**src/tfp_regs.vh**
```
`ifndef TFP_REGS_VH
`define TFP_REGS_VH
`define TFP_ADDR_W        4
`define TFP_OFF_COUNT     4'h0
`define TFP_OFF_CCA       4'h1
`define TFP_OFF_CCB       4'h2
`define TFP_OFF_MODE      4'h3
`define TFP_OFF_CCCTL     4'h4
`define TFP_OFF_PRESC     4'h5
`define TFP_OFF_OUTCTL    4'h6
`define TFP_MODE_STOP     2'h0
`define TFP_MODE_FREE     2'h1
`define TFP_MODE_PPG      2'h3
`define TFP_MODE_TOGGLE   1
`define TFP_MODE_OVF      0
`define TFP_CC_A_CAP      0
`define TFP_CC_A_SRC_B    1
`define TFP_CC_B_CAP      2
`define TFP_PR_ESA_LO     0
`define TFP_PR_ESB_LO     2
`define TFP_OC_ENABLE     0
`define TFP_OC_ENA_BIT    1
`define TFP_ES_FALL       2'h0
`define TFP_ES_RISE       2'h1
`define TFP_ES_NONE       2'h2
`define TFP_ES_BOTH       2'h3
`define TFP_COUNT_MAX     16'hffff
`define TFP_COUNT_ZERO    16'h0000
`endif

```
**src/tfp_timer.v**
```verilog
`timescale 1ns/100ps
`include "tfp_regs.vh"
// Contract
// - Free-running mode increments the counter every count clock, ignoring matches.
// - After the maximum value, next count clock wraps to zero; it sets overflow only in free-running mode.
// - Register A as compare and equal to counter asserts interrupt A.
// - Register B as compare and equal to counter asserts interrupt B.
// - Compare matches never clear the counter in free-running mode.
// - Register A capture triggers on valid edge of input A or input B.
// - Register B capture triggers only on valid edge of input A.
// - Both compare: output toggles on every A match and every B match.
// - A compare, B capture: input A edge loads B, asserts interrupt B.
// - Both capture: no toggle unless edge-toggle bit set, then toggle on A edge.
// - Both capture: A edge loads B; B edge loads A only when the register A source bit selects input B.
// - Both capture with only input B edges enabled: register B never captures.
// - PPG mode restarts counter after each A match; A sets period, B width.
// - PPG period is register A plus one count clocks.
// - PPG duty is register B plus one over register A plus one.
// - PPG: A match asserts interrupt A; B match asserts interrupt B, no clear.
// - Reading the counter returns the count without disturbing counting.
// - Free-running supports compare/compare, compare/capture and capture/capture.
// - Input B valid edge chosen by two-bit field in prescaler mode register.
module tfp_timer #(
  parameter CNT_W = 16,
  parameter DIV_W = 8
) (
  input  wire                   mclk,
  input  wire                   rst_n,
  input  wire [`TFP_ADDR_W-1:0] addr,
  input  wire [15:0]            wdata,
  input  wire                   wr_stb,
  input  wire                   rd_stb,
  output reg  [15:0]            rdata,
  input  wire                   edge_input_a,
  input  wire                   edge_input_b,
  output reg                    timer_output,
  output reg                    timer_output_oe_n,
  output reg                    irq_a,
  output reg                    irq_b
);

  reg  [CNT_W-1:0] count_value_q;
  reg  [CNT_W-1:0] capture_compare_a_q;
  reg  [CNT_W-1:0] capture_compare_b_q;
  reg  [3:0]       mode_control_reg_q;
  reg  [2:0]       capture_compare_control_reg_q;
  reg  [3:0]       prescaler_mode_reg_q;
  reg  [1:0]       output_control_reg_q;
  reg  [DIV_W-1:0] clk_div_q;
  reg  [DIV_W-1:0] div_cnt_q;
  reg              tick_q;
  reg  [1:0]       sync_a_q;
  reg  [1:0]       sync_b_q;
  reg              prev_a_q;
  reg              prev_b_q;
  reg              out_level_q;
  wire [1:0]       op_mode;
  wire             edge_toggle_enable;
  wire             a_is_cap;
  wire             b_is_cap;
  wire             a_src_b;
  wire             ev_a;
  wire             ev_b;
  wire             match_a;
  wire             match_b;
  wire             running;
  wire             at_max;
  wire             ovf_clr;
  reg              cap_a_trig;
  reg              toggle;

  assign op_mode            = mode_control_reg_q[3:2];
  assign edge_toggle_enable = mode_control_reg_q[`TFP_MODE_TOGGLE];
  assign a_is_cap           = capture_compare_control_reg_q[`TFP_CC_A_CAP];
  assign a_src_b            = capture_compare_control_reg_q[`TFP_CC_A_SRC_B];
  assign b_is_cap           = capture_compare_control_reg_q[`TFP_CC_B_CAP];
  assign running            = (op_mode == `TFP_MODE_FREE) || (op_mode == `TFP_MODE_PPG);
  assign at_max             = (count_value_q == `TFP_COUNT_MAX);

  // Edge qualifier shared by both inputs.
  function valid_edge;
    input [1:0] sel;
    input       cur;
    input       prv;
    begin
      case (sel)
        `TFP_ES_FALL: valid_edge = prv & ~cur;
        `TFP_ES_RISE: valid_edge = ~prv & cur;
        `TFP_ES_BOTH: valid_edge = prv ^ cur;
        default:      valid_edge = 1'b0;
      endcase
    end
  endfunction

  assign ev_a    = running && valid_edge(prescaler_mode_reg_q[1:0], sync_a_q[1], prev_a_q);
  assign ev_b    = running && valid_edge(prescaler_mode_reg_q[3:2], sync_b_q[1], prev_b_q);
  // Matches are sampled only on count ticks so each match yields one event.
  assign match_a = tick_q && running && !a_is_cap && (count_value_q == capture_compare_a_q);
  assign match_b = tick_q && running && !b_is_cap && (count_value_q == capture_compare_b_q);
  assign ovf_clr = wr_stb && (addr == `TFP_OFF_MODE) && !wdata[`TFP_MODE_OVF];

  always @* begin
    cap_a_trig = a_src_b ? ev_b : ev_a;
    toggle     = match_a | match_b;
    if (a_is_cap && b_is_cap) begin
      toggle = edge_toggle_enable & ev_a;
    end
  end

  // Count clock divider: one-cycle enable every clk_div_q+1 cycles.
  always @(posedge mclk or negedge rst_n) begin
    if (!rst_n) begin
      div_cnt_q <= {DIV_W{1'b0}};
      tick_q    <= 1'b0;
    end else if (div_cnt_q >= clk_div_q) begin
      div_cnt_q <= {DIV_W{1'b0}};
      tick_q    <= 1'b1;
    end else begin
      div_cnt_q <= div_cnt_q + 1'b1;
      tick_q    <= 1'b0;
    end
  end

  // Three flops per input; the second and third stages feed edge detection.
  always @(posedge mclk or negedge rst_n) begin
    if (!rst_n) begin
      sync_a_q <= 2'h0;
      sync_b_q <= 2'h0;
      prev_a_q <= 1'b0;
      prev_b_q <= 1'b0;
    end else begin
      sync_a_q <= {sync_a_q[0], edge_input_a};
      sync_b_q <= {sync_b_q[0], edge_input_b};
      prev_a_q <= sync_a_q[1];
      prev_b_q <= sync_b_q[1];
    end
  end

  // Counter; a PPG match on register A restarts it, other matches never do.
  always @(posedge mclk or negedge rst_n) begin
    if (!rst_n) begin
      count_value_q <= {CNT_W{1'b0}};
    end else if (!running) begin
      count_value_q <= {CNT_W{1'b0}};
    end else if (tick_q) begin
      if (op_mode == `TFP_MODE_PPG && match_a) begin
        count_value_q <= {CNT_W{1'b0}};
      end else begin
        count_value_q <= count_value_q + 1'b1;
      end
    end
  end

  // Registers, captures and overflow flag; hardware capture wins over a same-cycle write.
  always @(posedge mclk or negedge rst_n) begin
    if (!rst_n) begin
      capture_compare_a_q           <= {CNT_W{1'b0}};
      capture_compare_b_q           <= {CNT_W{1'b0}};
      mode_control_reg_q            <= 4'h0;
      capture_compare_control_reg_q <= 3'h0;
      prescaler_mode_reg_q          <= 4'h0;
      output_control_reg_q          <= 2'h0;
      clk_div_q                     <= {DIV_W{1'b0}};
    end else begin
      if (wr_stb) begin
        if (addr == `TFP_OFF_CCA) begin
          capture_compare_a_q <= wdata[CNT_W-1:0];
        end else if (addr == `TFP_OFF_CCB) begin
          capture_compare_b_q <= wdata[CNT_W-1:0];
        end else if (addr == `TFP_OFF_MODE) begin
          mode_control_reg_q[3:1] <= wdata[3:1];
          clk_div_q               <= wdata[8+DIV_W-1:8];
        end else if (addr == `TFP_OFF_CCCTL) begin
          capture_compare_control_reg_q <= wdata[2:0];
        end else if (addr == `TFP_OFF_PRESC) begin
          prescaler_mode_reg_q <= wdata[3:0];
        end else if (addr == `TFP_OFF_OUTCTL) begin
          output_control_reg_q <= wdata[1:0];
        end
      end
      if (a_is_cap && cap_a_trig) begin
        capture_compare_a_q <= count_value_q;
      end
      if (b_is_cap && ev_a) begin
        capture_compare_b_q <= count_value_q;
      end
      if (tick_q && running && at_max && op_mode == `TFP_MODE_FREE) begin
        mode_control_reg_q[`TFP_MODE_OVF] <= 1'b1;
      end else if (ovf_clr) begin
        mode_control_reg_q[`TFP_MODE_OVF] <= 1'b0;
      end
    end
  end

  // Interrupt pulses and timer output.
  always @(posedge mclk or negedge rst_n) begin
    if (!rst_n) begin
      irq_a             <= 1'b0;
      irq_b             <= 1'b0;
      out_level_q       <= 1'b0;
      timer_output      <= 1'b0;
      timer_output_oe_n <= 1'b1;
    end else begin
      irq_a <= match_a | (a_is_cap & cap_a_trig);
      irq_b <= match_b | (b_is_cap & ev_a);
      if (!running) begin
        out_level_q <= 1'b0;
      end else if (op_mode == `TFP_MODE_PPG && tick_q) begin
        // High from restart through the B match gives width B+1 of period A+1.
        if (match_a) begin
          out_level_q <= 1'b1;
        end else if (match_b) begin
          out_level_q <= 1'b0;
        end
      end else if (op_mode == `TFP_MODE_FREE && toggle) begin
        out_level_q <= ~out_level_q;
      end
      timer_output      <= out_level_q & output_control_reg_q[`TFP_OC_ENA_BIT];
      timer_output_oe_n <= ~output_control_reg_q[`TFP_OC_ENABLE];
    end
  end

  // Read port; data valid the cycle after the strobe, zero otherwise.
  always @(posedge mclk or negedge rst_n) begin
    if (!rst_n) begin
      rdata <= 16'h0000;
    end else if (!rd_stb) begin
      rdata <= 16'h0000;
    end else if (addr == `TFP_OFF_COUNT) begin
      rdata <= count_value_q;
    end else if (addr == `TFP_OFF_CCA) begin
      rdata <= capture_compare_a_q;
    end else if (addr == `TFP_OFF_CCB) begin
      rdata <= capture_compare_b_q;
    end else if (addr == `TFP_OFF_MODE) begin
      rdata <= {clk_div_q, 4'h0, mode_control_reg_q};
    end else if (addr == `TFP_OFF_CCCTL) begin
      rdata <= {13'h0000, capture_compare_control_reg_q};
    end else if (addr == `TFP_OFF_PRESC) begin
      rdata <= {12'h000, prescaler_mode_reg_q};
    end else if (addr == `TFP_OFF_OUTCTL) begin
      rdata <= {14'h0000, output_control_reg_q};
    end else begin
      rdata <= 16'h0000;
    end
  end

endmodule

```
**config.mk**
```make
export PLATFORM = sky130hd
export DESIGN_NAME = tfp_timer
export DESIGN_NICKNAME = d
export VERILOG_FILES = /design/src/tfp_timer.v
export VERILOG_INCLUDE_DIRS = /design/src
export SDC_FILE = /design/constraint.sdc
export NUM_CORES = 1
export LEC_CHECK = 0
export ABC_AREA = 1
export BUFFER_PORTS_ARGS = -buffer_cell sky130_fd_sc_hd__buf_2
export CAP_MARGIN = 0
export CELL_PAD_IN_SITES_DETAIL_PLACEMENT = 0
export CELL_PAD_IN_SITES_GLOBAL_PLACEMENT = 1
export CORE_MARGIN = 1.5
export CORE_UTILIZATION = 42
export CTS_BUF_LIST = sky130_fd_sc_hd__clkbuf_8
export DETAILED_ROUTE_END_ITERATION = 8
export MAX_ROUTING_LAYER = met4
export PLACE_DENSITY_LB_ADDON = 0.1
export SYNTH_ARGS = -nofsm -noshare
export SYNTH_HDL_FRONTEND = slang
export SYNTH_SLANG_ARGS = --single-unit
```
**constraint.sdc**
```tcl
create_clock -name mclk -period 1.8 [get_ports mclk]
set_clock_uncertainty 0.2 [all_clocks]
set_input_delay 0.09 -clock mclk [delete_from_list [all_inputs] [get_ports mclk]]
set_output_delay 0.09 -clock mclk [all_outputs]
set_load 0.02 [all_outputs]
```
== Word-level counts from Yosys, hierarchy flattened ==
Cells that the tools add are included.

* Add/subtract/negate cells: 2
* Magnitude comparators: 1
* Equal/unequal tests: 19
* Muxes and demuxes: 31
* Bitwise operators: 24
* Reductions and logical operators: 36

{| class="wikitable"
|+ Operator list
! cell !! count
|-
| 16-bit two-way mux || 15
|-
| 16-bit == test || 2
|-
| 1-bit logical AND || 17
|-
| 16-bit by 1-bit adder with 16-bit output, second input constant || 1
|-
| 16-bit == test, second input constant || 1
|-
| 4-bit by 3-bit == test with 1-bit output, second input constant || 3
|-
| 1-bit inverter || 11
|-
| 1-bit two-way mux || 10
|-
| 2-bit nonzero test || 5
|-
| 8-bit by 1-bit adder with 8-bit output, second input constant || 1
|-
| 1-bit bitwise AND || 8
|-
| 4-bit by 2-bit == test with 1-bit output, second input constant || 2
|-
| 8-bit >= comparator || 1
|-
| 4-bit two-way mux || 2
|-
| 8-bit two-way mux || 1
|-
| 7-bit AND reduction || 1
|-
| 2-bit by 1-bit == test with 1-bit output, second input constant || 3
|-
| 2-bit == test, second input constant || 3
|-
| 1-bit one-hot mux with 3 select lines || 2
|-
| 6-bit AND reduction || 1
|-
| 5-bit AND reduction || 1
|-
| 4-bit by 1-bit == test with 1-bit output, second input constant || 1
|-
| 2-bit logical NOT || 2
|-
| 4-bit logical NOT || 1
|-
| other kinds (11) || 18
|}

* Register bits: 105
* Input port bits: 26

== Depth between registers and ports, before layout ==
Gate-level depths: netlist (run 1).

* Depth in word-level cells: 11
* Mapped depth: 13
* Mapped depth without buffers: 13

== Least setup slack after synthesis (run 1) ==
Ideal clock, no wire load.

* Kind: register to register
* Start point: register sync_a_q[1]
* End point: register capture_compare_b_q[7]
* Library setup time: 0.139 ns
* Arrival: 1.630 ns
* Data required time: 1.461 ns
* Setup slack: -0.169 ns
* Cell stages (with the launch flop): 10
* Buffers on the path: 1
* Cells stage by stage: dfrtp_1 inv_1 ha_1 nand2_1 nand2_1 o21ai_1 nand3_2 o21ai_1 buf_4 o221ai_1

* Cells in the longest elaborated chain, start to end: 7
* Elaborated cells between the ends (all ways): 12

{| class="wikitable"
|+ Ends and longest elaborated chain
! what !! line !! RTL
|-
| start: declaration || tfp_timer.v:52 || <nowiki>reg [1:0] sync_a_q;</nowiki>
|-
| start signal: assignment || tfp_timer.v:132 || <nowiki>sync_a_q <= {sync_a_q[0], edge_input_a};</nowiki>
|-
| 1-bit inverter || tfp_timer.v:87 || <nowiki>`TFP_ES_FALL: valid_edge = prv & ~cur;</nowiki>
|-
| 1-bit bitwise AND || tfp_timer.v:87 ||
|-
| 1-bit one-hot mux with 3 select lines (*) || tfp_timer.v:86 || <nowiki>case (sel)</nowiki>
|-
| 1-bit logical AND (*) || tfp_timer.v:95 || <nowiki>assign ev_a = running && valid_edge(prescaler_mode_reg_q[1:0], sync_a_q[1], prev_a_q);</nowiki>
|-
| 1-bit logical AND (*) || tfp_timer.v:184 || <nowiki>if (b_is_cap && ev_a) begin</nowiki>
|-
| 2-bit inequality test (no source line) / 2-bit nonzero test (equally long branches) || - ||
|-
| 3-bit AND reduction (no source line) || - ||
|-
| end signal: assignment || tfp_timer.v:158 || <nowiki>capture_compare_b_q <= {CNT_W{1'b0}};</nowiki>
|-
| end signal: assignment || tfp_timer.v:169 || <nowiki>capture_compare_b_q <= wdata[CNT_W-1:0];</nowiki>
|-
| end signal: assignment || tfp_timer.v:185 || <nowiki>capture_compare_b_q <= count_value_q;</nowiki>
|-
| end: declaration || tfp_timer.v:44 || <nowiki>reg [CNT_W-1:0] capture_compare_b_q;</nowiki>
|}

Mark *: on every way between the ends. The rest lies on a longest branch, timed or not.
A chain may end at the register's enable or synchronous reset.

== Final worst setup path (run 1) ==
Ends and elaborated chain as after synthesis.

==> results.cfg, run 1 <==
[outcome]
outcome = finished with violations
violations = setup timing

[finish]
syn2layout_area_growth_pct = 37.13
n_antenna_cell = 0
mostFrequentLayoutCells = 124 x nand2_1, 103 x dfrtp_1, 89 x buf_4, 79 x inv_1, 61 x nand3_1
drive_gt1_frac = 0.3148
final_util = 0.5882
final_nets = 900
layout_commonest_cell = nand2_1
stdcell_count = 1040
fin_area_sq_um = 7759

[yosys]
yosys_warnings = 0
synth_seq_cells = 105
synth-xor-area-share = 0.01393
muxShareOfSynthArea = 0.001990
syn_area_sq_um = 5658
syn_avg_cell_area_sq_um = 8.083
synthArstFlopShare = 1.000
synth_nets = 740
syn_inst = 700
ys_types = 43
synth-main-ff-cell = dfrtp_1
ys_seq_area_frac = 0.4646
synth-edff-count = 0
synth_top_family_by_area = simple AND/OR/NAND/NOR gates
synth-adder-area-share = 0.03096
synth-compound-area-share = 0.1617
yosys.area_share.simple = 0.2417

[worst_hold_path]
hold_path_end = output_control_reg_q[1]
min_path_cells = 5
hold_class = primary input to register
min_from = addr[1]

[placement]
routabilityCongestion = 0.8813
place_inst = 983
dpl-instance-area_sq_um = 6710
hpwl_mm = 12.27
place_ws_ns = -0.1655
io_buffers = 45

[die]
start_util = 0.4290
dieArea_sq_um = 14180
die_w_um = 119.1
rows = 42
fp.coreArea_sq_um = 13190
pin_count = 46
fp.dieH_um = 119.1

[sta]
worst_slack_ns = -0.1150
finalMaxSlewViolations = 0
hold_viol = 0
rsz0062_at_grt = yes
fmax_mhz = 522.2
slew-limit-headroom = 0.5620
period_share = 1.064
period_minus_slack_ns = 1.915
worstMarginPinSlew_ns = 0.6570
finalSetupViolCount = 45

[power]
irDropWorstVdd_uv = 664.5
power.density_nw_per_um2 = 972.5
power_leakage_nw = 3.687
power.total_w = 0.007545

[drt]
viasPerCell = 5.441
first_iter_violations = 438
via_count = 5659
wl_per_cell_um = 17.31
first_pass_iters = 5
ant_nets = 0
drc = 0
wl_mm = 18.00

[setup_path]
path_max_fanout = 5
rr_startpoint = sync_a_q[1]
critPathLaunchType = register
crit_arrival_ns = 1.99
r2r_cells = 10
worstReg2RegEnd = capture_compare_b_q[7]
rrSetupSlack_ns = -0.11
worstPathRequired_ns = 1.87
worstSetupEndpointType = register
worstSetupPathType = register to register

[cts]
clkSlewWorstSetupHoldPaths_ns = 0.10
cts_max_path_buffers = 2
root_buffer = clkbuf_8
cts_tree = done
numClockSinks = 105
cts_htree_levels = 3
clock_latency_ns = 0.39
cts_made_buffers = 9

[grt]
grt_pass1_vias = 5520
grt_pass1_wl_mm = 28.70
grt_use_total = 0.2702
grt_max_degree = 106
overflow = 0
antenna_found_initial = 0

[job]
maxCapViolCount = 0
-- cell type report --
type                    instances  area, sq um
multi-input cells             475         2917
fillers                      1239         5431
clock buffers                   9        123.9
inverters                      95        362.8
repair buffers                174         1398
well taps                     176        220.2
clock inverters                 6        107.6
flip-flops and latches        105         2630
-- cells in the mapped netlist (2+ instances only) --
master / count / area (sq um)
clkinv_1: 2 / 7.510
dfrtp_1: 104 / 2603
inv_1: 84 / 315.3
nor3_1: 2 / 10.01
xor2_1: 4 / 35.03
o2111ai_1: 2 / 17.52
o211ai_1: 17 / 127.6
nand3_1: 75 / 375.4
o221ai_1: 19 / 166.4
inv_2: 8 / 30.03
nand2_2: 2 / 12.51
buf_2: 6 / 30.03
nand3b_1: 4 / 30.03
nor2_1: 52 / 195.2
clkbuf_1: 13 / 48.80
nor3_2: 2 / 20.02
nor2_4: 2 / 22.52
a21oi_1: 24 / 120.1
o21ai_1: 13 / 65.06
a31oi_1: 3 / 18.77
o22ai_1: 10 / 62.56
o21ai_0: 52 / 260.3
buf_4: 4 / 30.03
nand2_1: 138 / 518.0
nor3b_1: 3 / 22.52
a221oi_1: 6 / 52.55
ha_1: 14 / 175.2
nand4_1: 11 / 68.82
xnor2_1: 5 / 43.79
nor2_2: 6 / 37.54
-- critical path, stage by stage, from the launching register on --
cell and delay [ns]:
dfrtp_1 0.35, inv_1 0.04, ha_1 0.27, nand2_1 0.06, nand2_1 0.06, o21ai_2 0.14
buf_6 0.13, nand3_4 0.10, o21ai_4 0.14, clkbuf_16 0.22, o221ai_2 0.09
-- worst max path at each step --
stage                                start                 endpoint  slack [ns]  cells after the start
finish                         sync_a_q[1]   capture_compare_b_q[7]       -0.11                     10
global route                   sync_a_q[1]  capture_compare_a_q[14]       -0.24                     11
CTS                            sync_a_q[1]  capture_compare_b_q[12]       -0.11                     10
detailed placement  capture_compare_a_q[9]              out_level_q       -0.17                     13
global placement          count_value_q[9]              out_level_q       -0.15                     12
floorplan                         prev_a_q  capture_compare_a_q[15]       -0.04                     10
-- cell families (layout without fill, tap and decap cells) --
logic type / Yosys count / in the layout
muxes: 1 / 1
buffers and inverters: 120 / 284
xor gates and xnor gates: 9 / 9
adders and majority gates: 14 / 14
AOI/OAI and AO/OA: 149 / 149
DFF: 105 / 105
and+or+nand+nor: 302 / 302
-- what timing repair did --
| item | 4_1_cts | 5_1_grt |
|---|---|---|
| endpoints found under the setup margin | 55 | 59 |
| setup buffers | 11 | 7 |
| endpoints found under the hold margin | 176 | 0 |
| hold buffers | 22 | 0 |
| pin swaps | 8 | 8 |
| gates cloned | 2 | 0 |
| gates resized for setup | 69 | 40 |
-- sequential cells by signal (all words and copies together), names as in the netlist, 4 cells and up --
register and count:
mode_control_reg_q 4, rdata 16, clk_div_q 8, div_cnt_q 8, capture_compare_b_q 16, capture_compare_a_q 16, count_value_q 16, prescaler_mode_reg_q 4
-- metrics by stage --
| stage | hold slack (ns) | TNS, ns |
|---|---|---|
| after floorplan | -0.4056 | -0.3708 |
| after global placement | -0.001979 | -3.207 |
| after detailed placement | 0.0003104 | -3.969 |
| after CTS | 0.004467 | -3.148 |
| after global routing | 0.04462 | -8.506 |
| final | 0.01992 | -3.100 |
-- report_power, final --
| group | leakage [nW] | internal [W] | switching, W | total, W |
|---|---|---|---|---|
| sequential | 1.33 | 0.00286 | 0.000427 | 0.00329 |
| clock | 0.115 | 0.000912 | 0.000840 | 0.00175 |
| combinational | 2.24 | 0.00115 | 0.00135 | 0.00250 |
| total | 3.69 | 0.00492 | 0.00262 | 0.00755 |
-- metal layers --
layer | track usage | share of wire | wire (um) | vias to the layer above
met5 | - | 0 | 0 | -
met4 | 0.1017 | 0.025 | 452 | 0
met3 | 0.03209 | 0.048 | 870 | 35
met2 | 0.4241 | 0.47 | 8490 | 177
met1 | 0.3614 | 0.45 | 8188 | 2754
li1 | - | - | - | 2693
(Power assumes the default switching activity.)
==> run 2, diff against run 1 <==
Settings changed: RECOVER_POWER set to 50.
==> run 2 against run 1 <==
Compared with the run above: the flow still finishes with violations (setup timing); cell count stayed put; sequential share of layout area hardly changed; power hardly changed; final area is 0.11% lower; via count is 0.51% lower; register-to-register slack hardly changed; die area stayed put; routed wire length is 0.12% lower; first-iteration DRC count stayed put; maximum frequency hardly changed; clock-buffer cell count stayed put; critical path type unchanged; critical endpoint unchanged; largest power group unchanged.
==> results.cfg, run 2 (synthesized netlist as in run 1, its figures left out) <==
[drt]
first_pass_iters = 5
via_count = 5630
viasPerCell = 5.413
wl_mm = 17.98
first_iter_violations = 438
ant_nets = 0
drc = 0
wl_per_cell_um = 17.29

[outcome]
outcome = finished with violations
violations = setup timing

[power]
power.total_w = 0.007544
power.density_nw_per_um2 = 973.5
irDropWorstVdd_uv = 664.4
power_leakage_nw = 3.684

[setup_path]
endpoint = capture_compare_b_q[7]
cp-startpoint = sync_a_q[1]
critPathLaunchType = register
worstPathRequired_ns = 1.87
path_max_fanout = 5
crit_arrival_ns = 1.99
worstReg2RegEnd = capture_compare_b_q[7]
worstSetupPathType = register to register
r2r_cells = 10
worstSetupEndpointType = register
rr_startpoint = sync_a_q[1]
rrSetupSlack_ns = -0.11

[finish]
layout_commonest_cell = nand2_1
final_nets = 900
syn2layout_area_growth_pct = 36.97
mostFrequentLayoutCells = 124 x nand2_1, 103 x dfrtp_1, 88 x buf_4, 79 x inv_1, 61 x nand3_1
drive_gt1_frac = 0.3148
n_antenna_cell = 0
final_util = 0.5876

[sta]
finalSetupViolCount = 45
slew-limit-headroom = 0.3016
rsz0062_at_grt = yes
period_minus_slack_ns = 1.915
hold_viol = 0
period_share = 1.064
setup_tns_ns = -3.072
finalMaxSlewViolations = 0
worstMarginPinSlew_ns = 1.048
hold_slack_ns = 0.02088
worst_slack_ns = -0.1147
fmax_mhz = 522.3

[placement]
routabilityCongestion = 0.8813
hpwl_mm = 12.27
io_buffers = 45

[grt]
overflow = 0
grt_max_degree = 106
antenna_found_initial = 0
grt_pass1_vias = 5520
grt_use_total = 0.2702
grt_pass1_wl_mm = 28.70

[worst_hold_path]
min_path_cells = 5
hold_class = primary input to register

[cts]
clkSlewWorstSetupHoldPaths_ns = 0.10
cts_made_buffers = 9
cts_max_path_buffers = 2
clock_latency_ns = 0.39
cts_tree = done
root_buffer = clkbuf_8
cts_htree_levels = 3
numClockSinks = 105

[die]
rows = 42
fp.dieH_um = 119.1
die_w_um = 119.1
fp.coreArea_sq_um = 13190
dieArea_sq_um = 14180
start_util = 0.4290
pin_count = 46

[job]
maxCapViolCount = 0
[run 2: repair_timing]
item / CTS / global route
hold buffers: 22 / 0
gates cloned: 2 / 0
gates resized for setup: 69 / 40
setup endpoints to repair: 55 / 59
buffers inserted: 11 / 7
endpoints found under the hold margin: 176 / 0
pin swaps: 8 / 8
[run 2: where the power goes]
part	total (W)	internal, W	switching, W
Clock	0.00175	0.000912	0.000843
Combinational	0.00250	0.00115	0.00135
Sequential	0.00329	0.00286	0.000427
Total	0.00754	0.00492	0.00262
[run 2: worst min path at each step]
stage                      start  slack [ns]                      end
finish                   addr[1]        0.02  output_control_reg_q[1]
global route             addr[1]        0.04                 rdata[1]
CTS                      addr[1]       0.004  output_control_reg_q[1]
detailed placement  edge_input_a      0.0003              sync_a_q[0]
global placement    edge_input_a      -0.002              sync_a_q[0]
floorplan                  rst_n       -0.41   capture_compare_a_q[0]
[run 2: stage by stage]
step | worst slack [ns] | std cells | cell area, sq um
after floorplan | -0.04266 | 700 | 5685
after global placement | -0.1472 | 983 | 6710
after detailed placement | -0.1655 | 983 | 6710
after CTS | -0.1057 | 1033 | 7555
after global routing | -0.2436 | 1040 | 7750
final | -0.1147 | 1040 | 7750
[run 2: area by class of cell]
cell class / count / area [sq um]
Fill cell: 1241 / 5440
Clock inverter: 6 / 107.6
Inverter: 95 / 362.8
Timing Repair Buffer: 174 / 1389
Sequential cell: 105 / 2630
Clock buffer: 9 / 123.9
Multi-Input combinational cell: 475 / 2917
Tap cell: 176 / 220.2
[run 2: metal layers]
metal | track usage | vias to the layer above | part of all wire
li1 | - | 2692 | -
met1 | 0.3614 | 2735 | 0.45
met2 | 0.4241 | 167 | 0.47
met3 | 0.03209 | 36 | 0.049
met4 | 0.1017 | 0 | 0.031
met5 | - | - | 0
[run 2: worst max-delay path: stages (launching register included)]
cell       delay, ns
dfrtp_1         0.35
inv_1           0.04
ha_1            0.27
nand2_1         0.06
nand2_1         0.06
o21ai_2         0.14
buf_6           0.13
nand3_4         0.10
o21ai_4         0.14
clkbuf_16       0.22
o221ai_2        0.09
==> run 3, diff against run 2 <==
Settings changed: PLACE_DENSITY set to 0.87, PLACE_DENSITY_LB_ADDON 0.1 to unset.
==> run 3 against run 2 <==
Compared with the run above: the flow still finishes with violations (setup timing); maximum frequency decreased by 6.0%; worst hold slack got worse by 0.0010 ns; sequential cell count unchanged; routed wire length increased by 4.2%; utilization rose by 1.6 points; clock-buffer cell count stayed put; register-to-register slack worse by 0.12 ns; final area increased by 2.7%; power decreased by 1.2%; first-iteration DRC count up 24%; largest cell class unchanged.
==> results.cfg, run 3 (synthesized netlist as in run 1, its figures left out) <==
[sta]
period_minus_slack_ns = 2.036
finalSetupViolCount = 50
rsz0062_at_grt = yes
setup_tns_ns = -6.361
slew-limit-headroom = 0.3735
period_share = 1.131
worst_slack_ns = -0.2362
finalMaxSlewViolations = 0
fmax_mhz = 491.1
worstMarginPinSlew_ns = 0.9397
hold_viol = 0

[power]
power_leakage_nw = 3.716
irDropWorstVdd_uv = 892.7
p_sw_w = 0.002754
power.density_nw_per_um2 = 936.8
p_comb_frac = 0.353
swShare = 0.3693
p_seq_frac = 0.444
power_frac_clock = 0.202
intPower_w = 0.004704

[die]
start_util = 0.4290
pin_count = 46
die_w_um = 119.1
fp.coreArea_sq_um = 13190
dieArea_sq_um = 14180
fp.dieH_um = 119.1
rows = 42

[outcome]
outcome = finished with violations
violations = setup timing

[cts]
cts_tree = done
root_buffer = clkbuf_8
numClockSinks = 105
clkSlewWorstSetupHoldPaths_ns = 0.10
cts_htree_levels = 3
cts_max_path_buffers = 2
clock_latency_ns = 0.39
cts_made_buffers = 9

[finish]
layout_commonest_cell = nand2_1
mostFrequentLayoutCells = 121 x nand2_1, 103 x dfrtp_1, 93 x buf_4, 82 x inv_1, 52 x nand3_1
syn2layout_area_growth_pct = 40.69
fin_area_sq_um = 7960
stdcell_count = 1050
final_nets = 909
n_antenna_cell = 0
drive_gt1_frac = 0.3284

[setup_path]
rr_startpoint = count_value_q[0]
r2r_cells = 12
critPathLaunchType = register
worstSetupEndpointType = register
worstReg2RegEnd = count_value_q[14]
path_max_fanout = 5
rrSetupSlack_ns = -0.24
crit_arrival_ns = 2.11
cp_cell_sequence = buf_6 -> ha_4 -> nand3_4 -> nor2_4 -> nand2_2 -> nor2_4 -> buf_4 -> buf_6 -> buf_4 -> nand4_1 -> nand4_1 -> o21ai_1
cp_top_family = simple AND/OR/NAND/NOR gates
critPathBufInv = 4
crit_slowest_cell = dfrtp_1
worstSetupPathType = register to register
cp-startpoint = count_value_q[0]
worstPathRequired_ns = 1.87
max_stage_delay_ns = 0.43

[drt]
ant_nets = 0
wl_per_cell_um = 17.85
first_pass_iters = 5
viasPerCell = 5.565
first_iter_violations = 541
wl_mm = 18.74
via_count = 5843
drc = 0

[grt]
grt_pass1_wl_mm = 29.27
overflow = 0
grt_use_total = 0.2757
antenna_found_initial = 0
grt_pass1_vias = 5753
grt_max_degree = 39

[placement]
io_buffers = 45
hpwl_mm = 12.14
routabilityCongestion = 0.8934
place_inst = 978
dpl-instance-area_sq_um = 6685
place_ws_ns = -0.1732

[worst_hold_path]
hold_path_end = rdata[3]
min_path_cells = 5
min_from = addr[1]
hold_class = primary input to register

[job]
maxCapViolCount = 0
run 3: changes by cell type in the layout (fill, tap and decap cells not counted), sizes merged:
cell         delta
inv             +1
bufinv          -2
dlygate4sd3     +2
clkbuf          +3
buf             +4
clkinvlp        +2
run 3: layer usage:
metal | vias to the layer above | track usage | part of all wire
li1 | 2708 | - | -
met1 | 2850 | 0.3494 | 0.41
met2 | 242 | 0.4324 | 0.49
met3 | 43 | 0.06418 | 0.071
met4 | 0 | 0.1024 | 0.029
met5 | - | - | 0
run 3: worst register-to-register path: stages, from the launching register on:
cell and delay (ns):
dfrtp_1 0.43, buf_6 0.14, ha_4 0.15, nand3_4 0.08
nor2_4 0.10, nand2_2 0.08, nor2_4 0.18, buf_4 0.14
buf_6 0.08, buf_4 0.08, nand4_1 0.08, nand4_1 0.11
o21ai_1 0.07
run 3: final cells by class:
type,instances,area [sq um]
timing repair buffer,183,1490
fill,1150,5230
multi-input combinational,475,3060
sequential,105,2630
clock buffer,9,123.9
tap,176,220.2
clock inverter,7,70.07
inverter,95,365.4
run 3: what timing repair did:
| item | in CTS | in global routing |
|---|---|---|
| resized for setup | 66 | 60 |
| pin swaps | 15 | 19 |
| endpoints found under the setup margin | 53 | 61 |
| endpoints found under the hold margin | 175 | 2 |
| cloned | 2 | 2 |
| setup buffers | 13 | 15 |
| hold buffers | 23 | 1 |
run 3: how the worst max path moves through the flow:
stage	to	slack, ns	cells after the start
4_1_cts	capture_compare_a_q[3]	-0.16	10
3_3_place_gp	out_level_q	-0.12	14
6_report	count_value_q[14]	-0.24	12
2_1_floorplan	capture_compare_a_q[15]	-0.04	10
5_1_grt	count_value_q[13]	-0.32	10
3_5_place_dp	capture_compare_a_q[5]	-0.17	10
run 3: power groups by stage:
stage	sequential (W)	clock (W)	combinational [W]
6_report	0.00331	0.00151	0.00264
5_1_grt	0.00338	0.00163	0.00293
4_1_cts	0.00328	0.00155	0.00225
3_5_place_dp	0.00331	0	0.00203
3_3_place_gp	0.00329	0	0.00196
2_1_floorplan	0.00325	0	0.00132
run 3: per-stage QoR:
stage / util / hold slack [ns] / total power (W)
final: 0.6035 / 0.01988 / 0.007457
after global routing: 0.6035 / 0.02642 / 0.007945
after CTS: 0.5711 / -0.1549 / 0.007077
after detailed placement: 0.5068 / -0.1121 / 0.005344
after global placement: 0.5068 / -0.1143 / 0.005250
after floorplan: - / -0.4056 / 0.004573
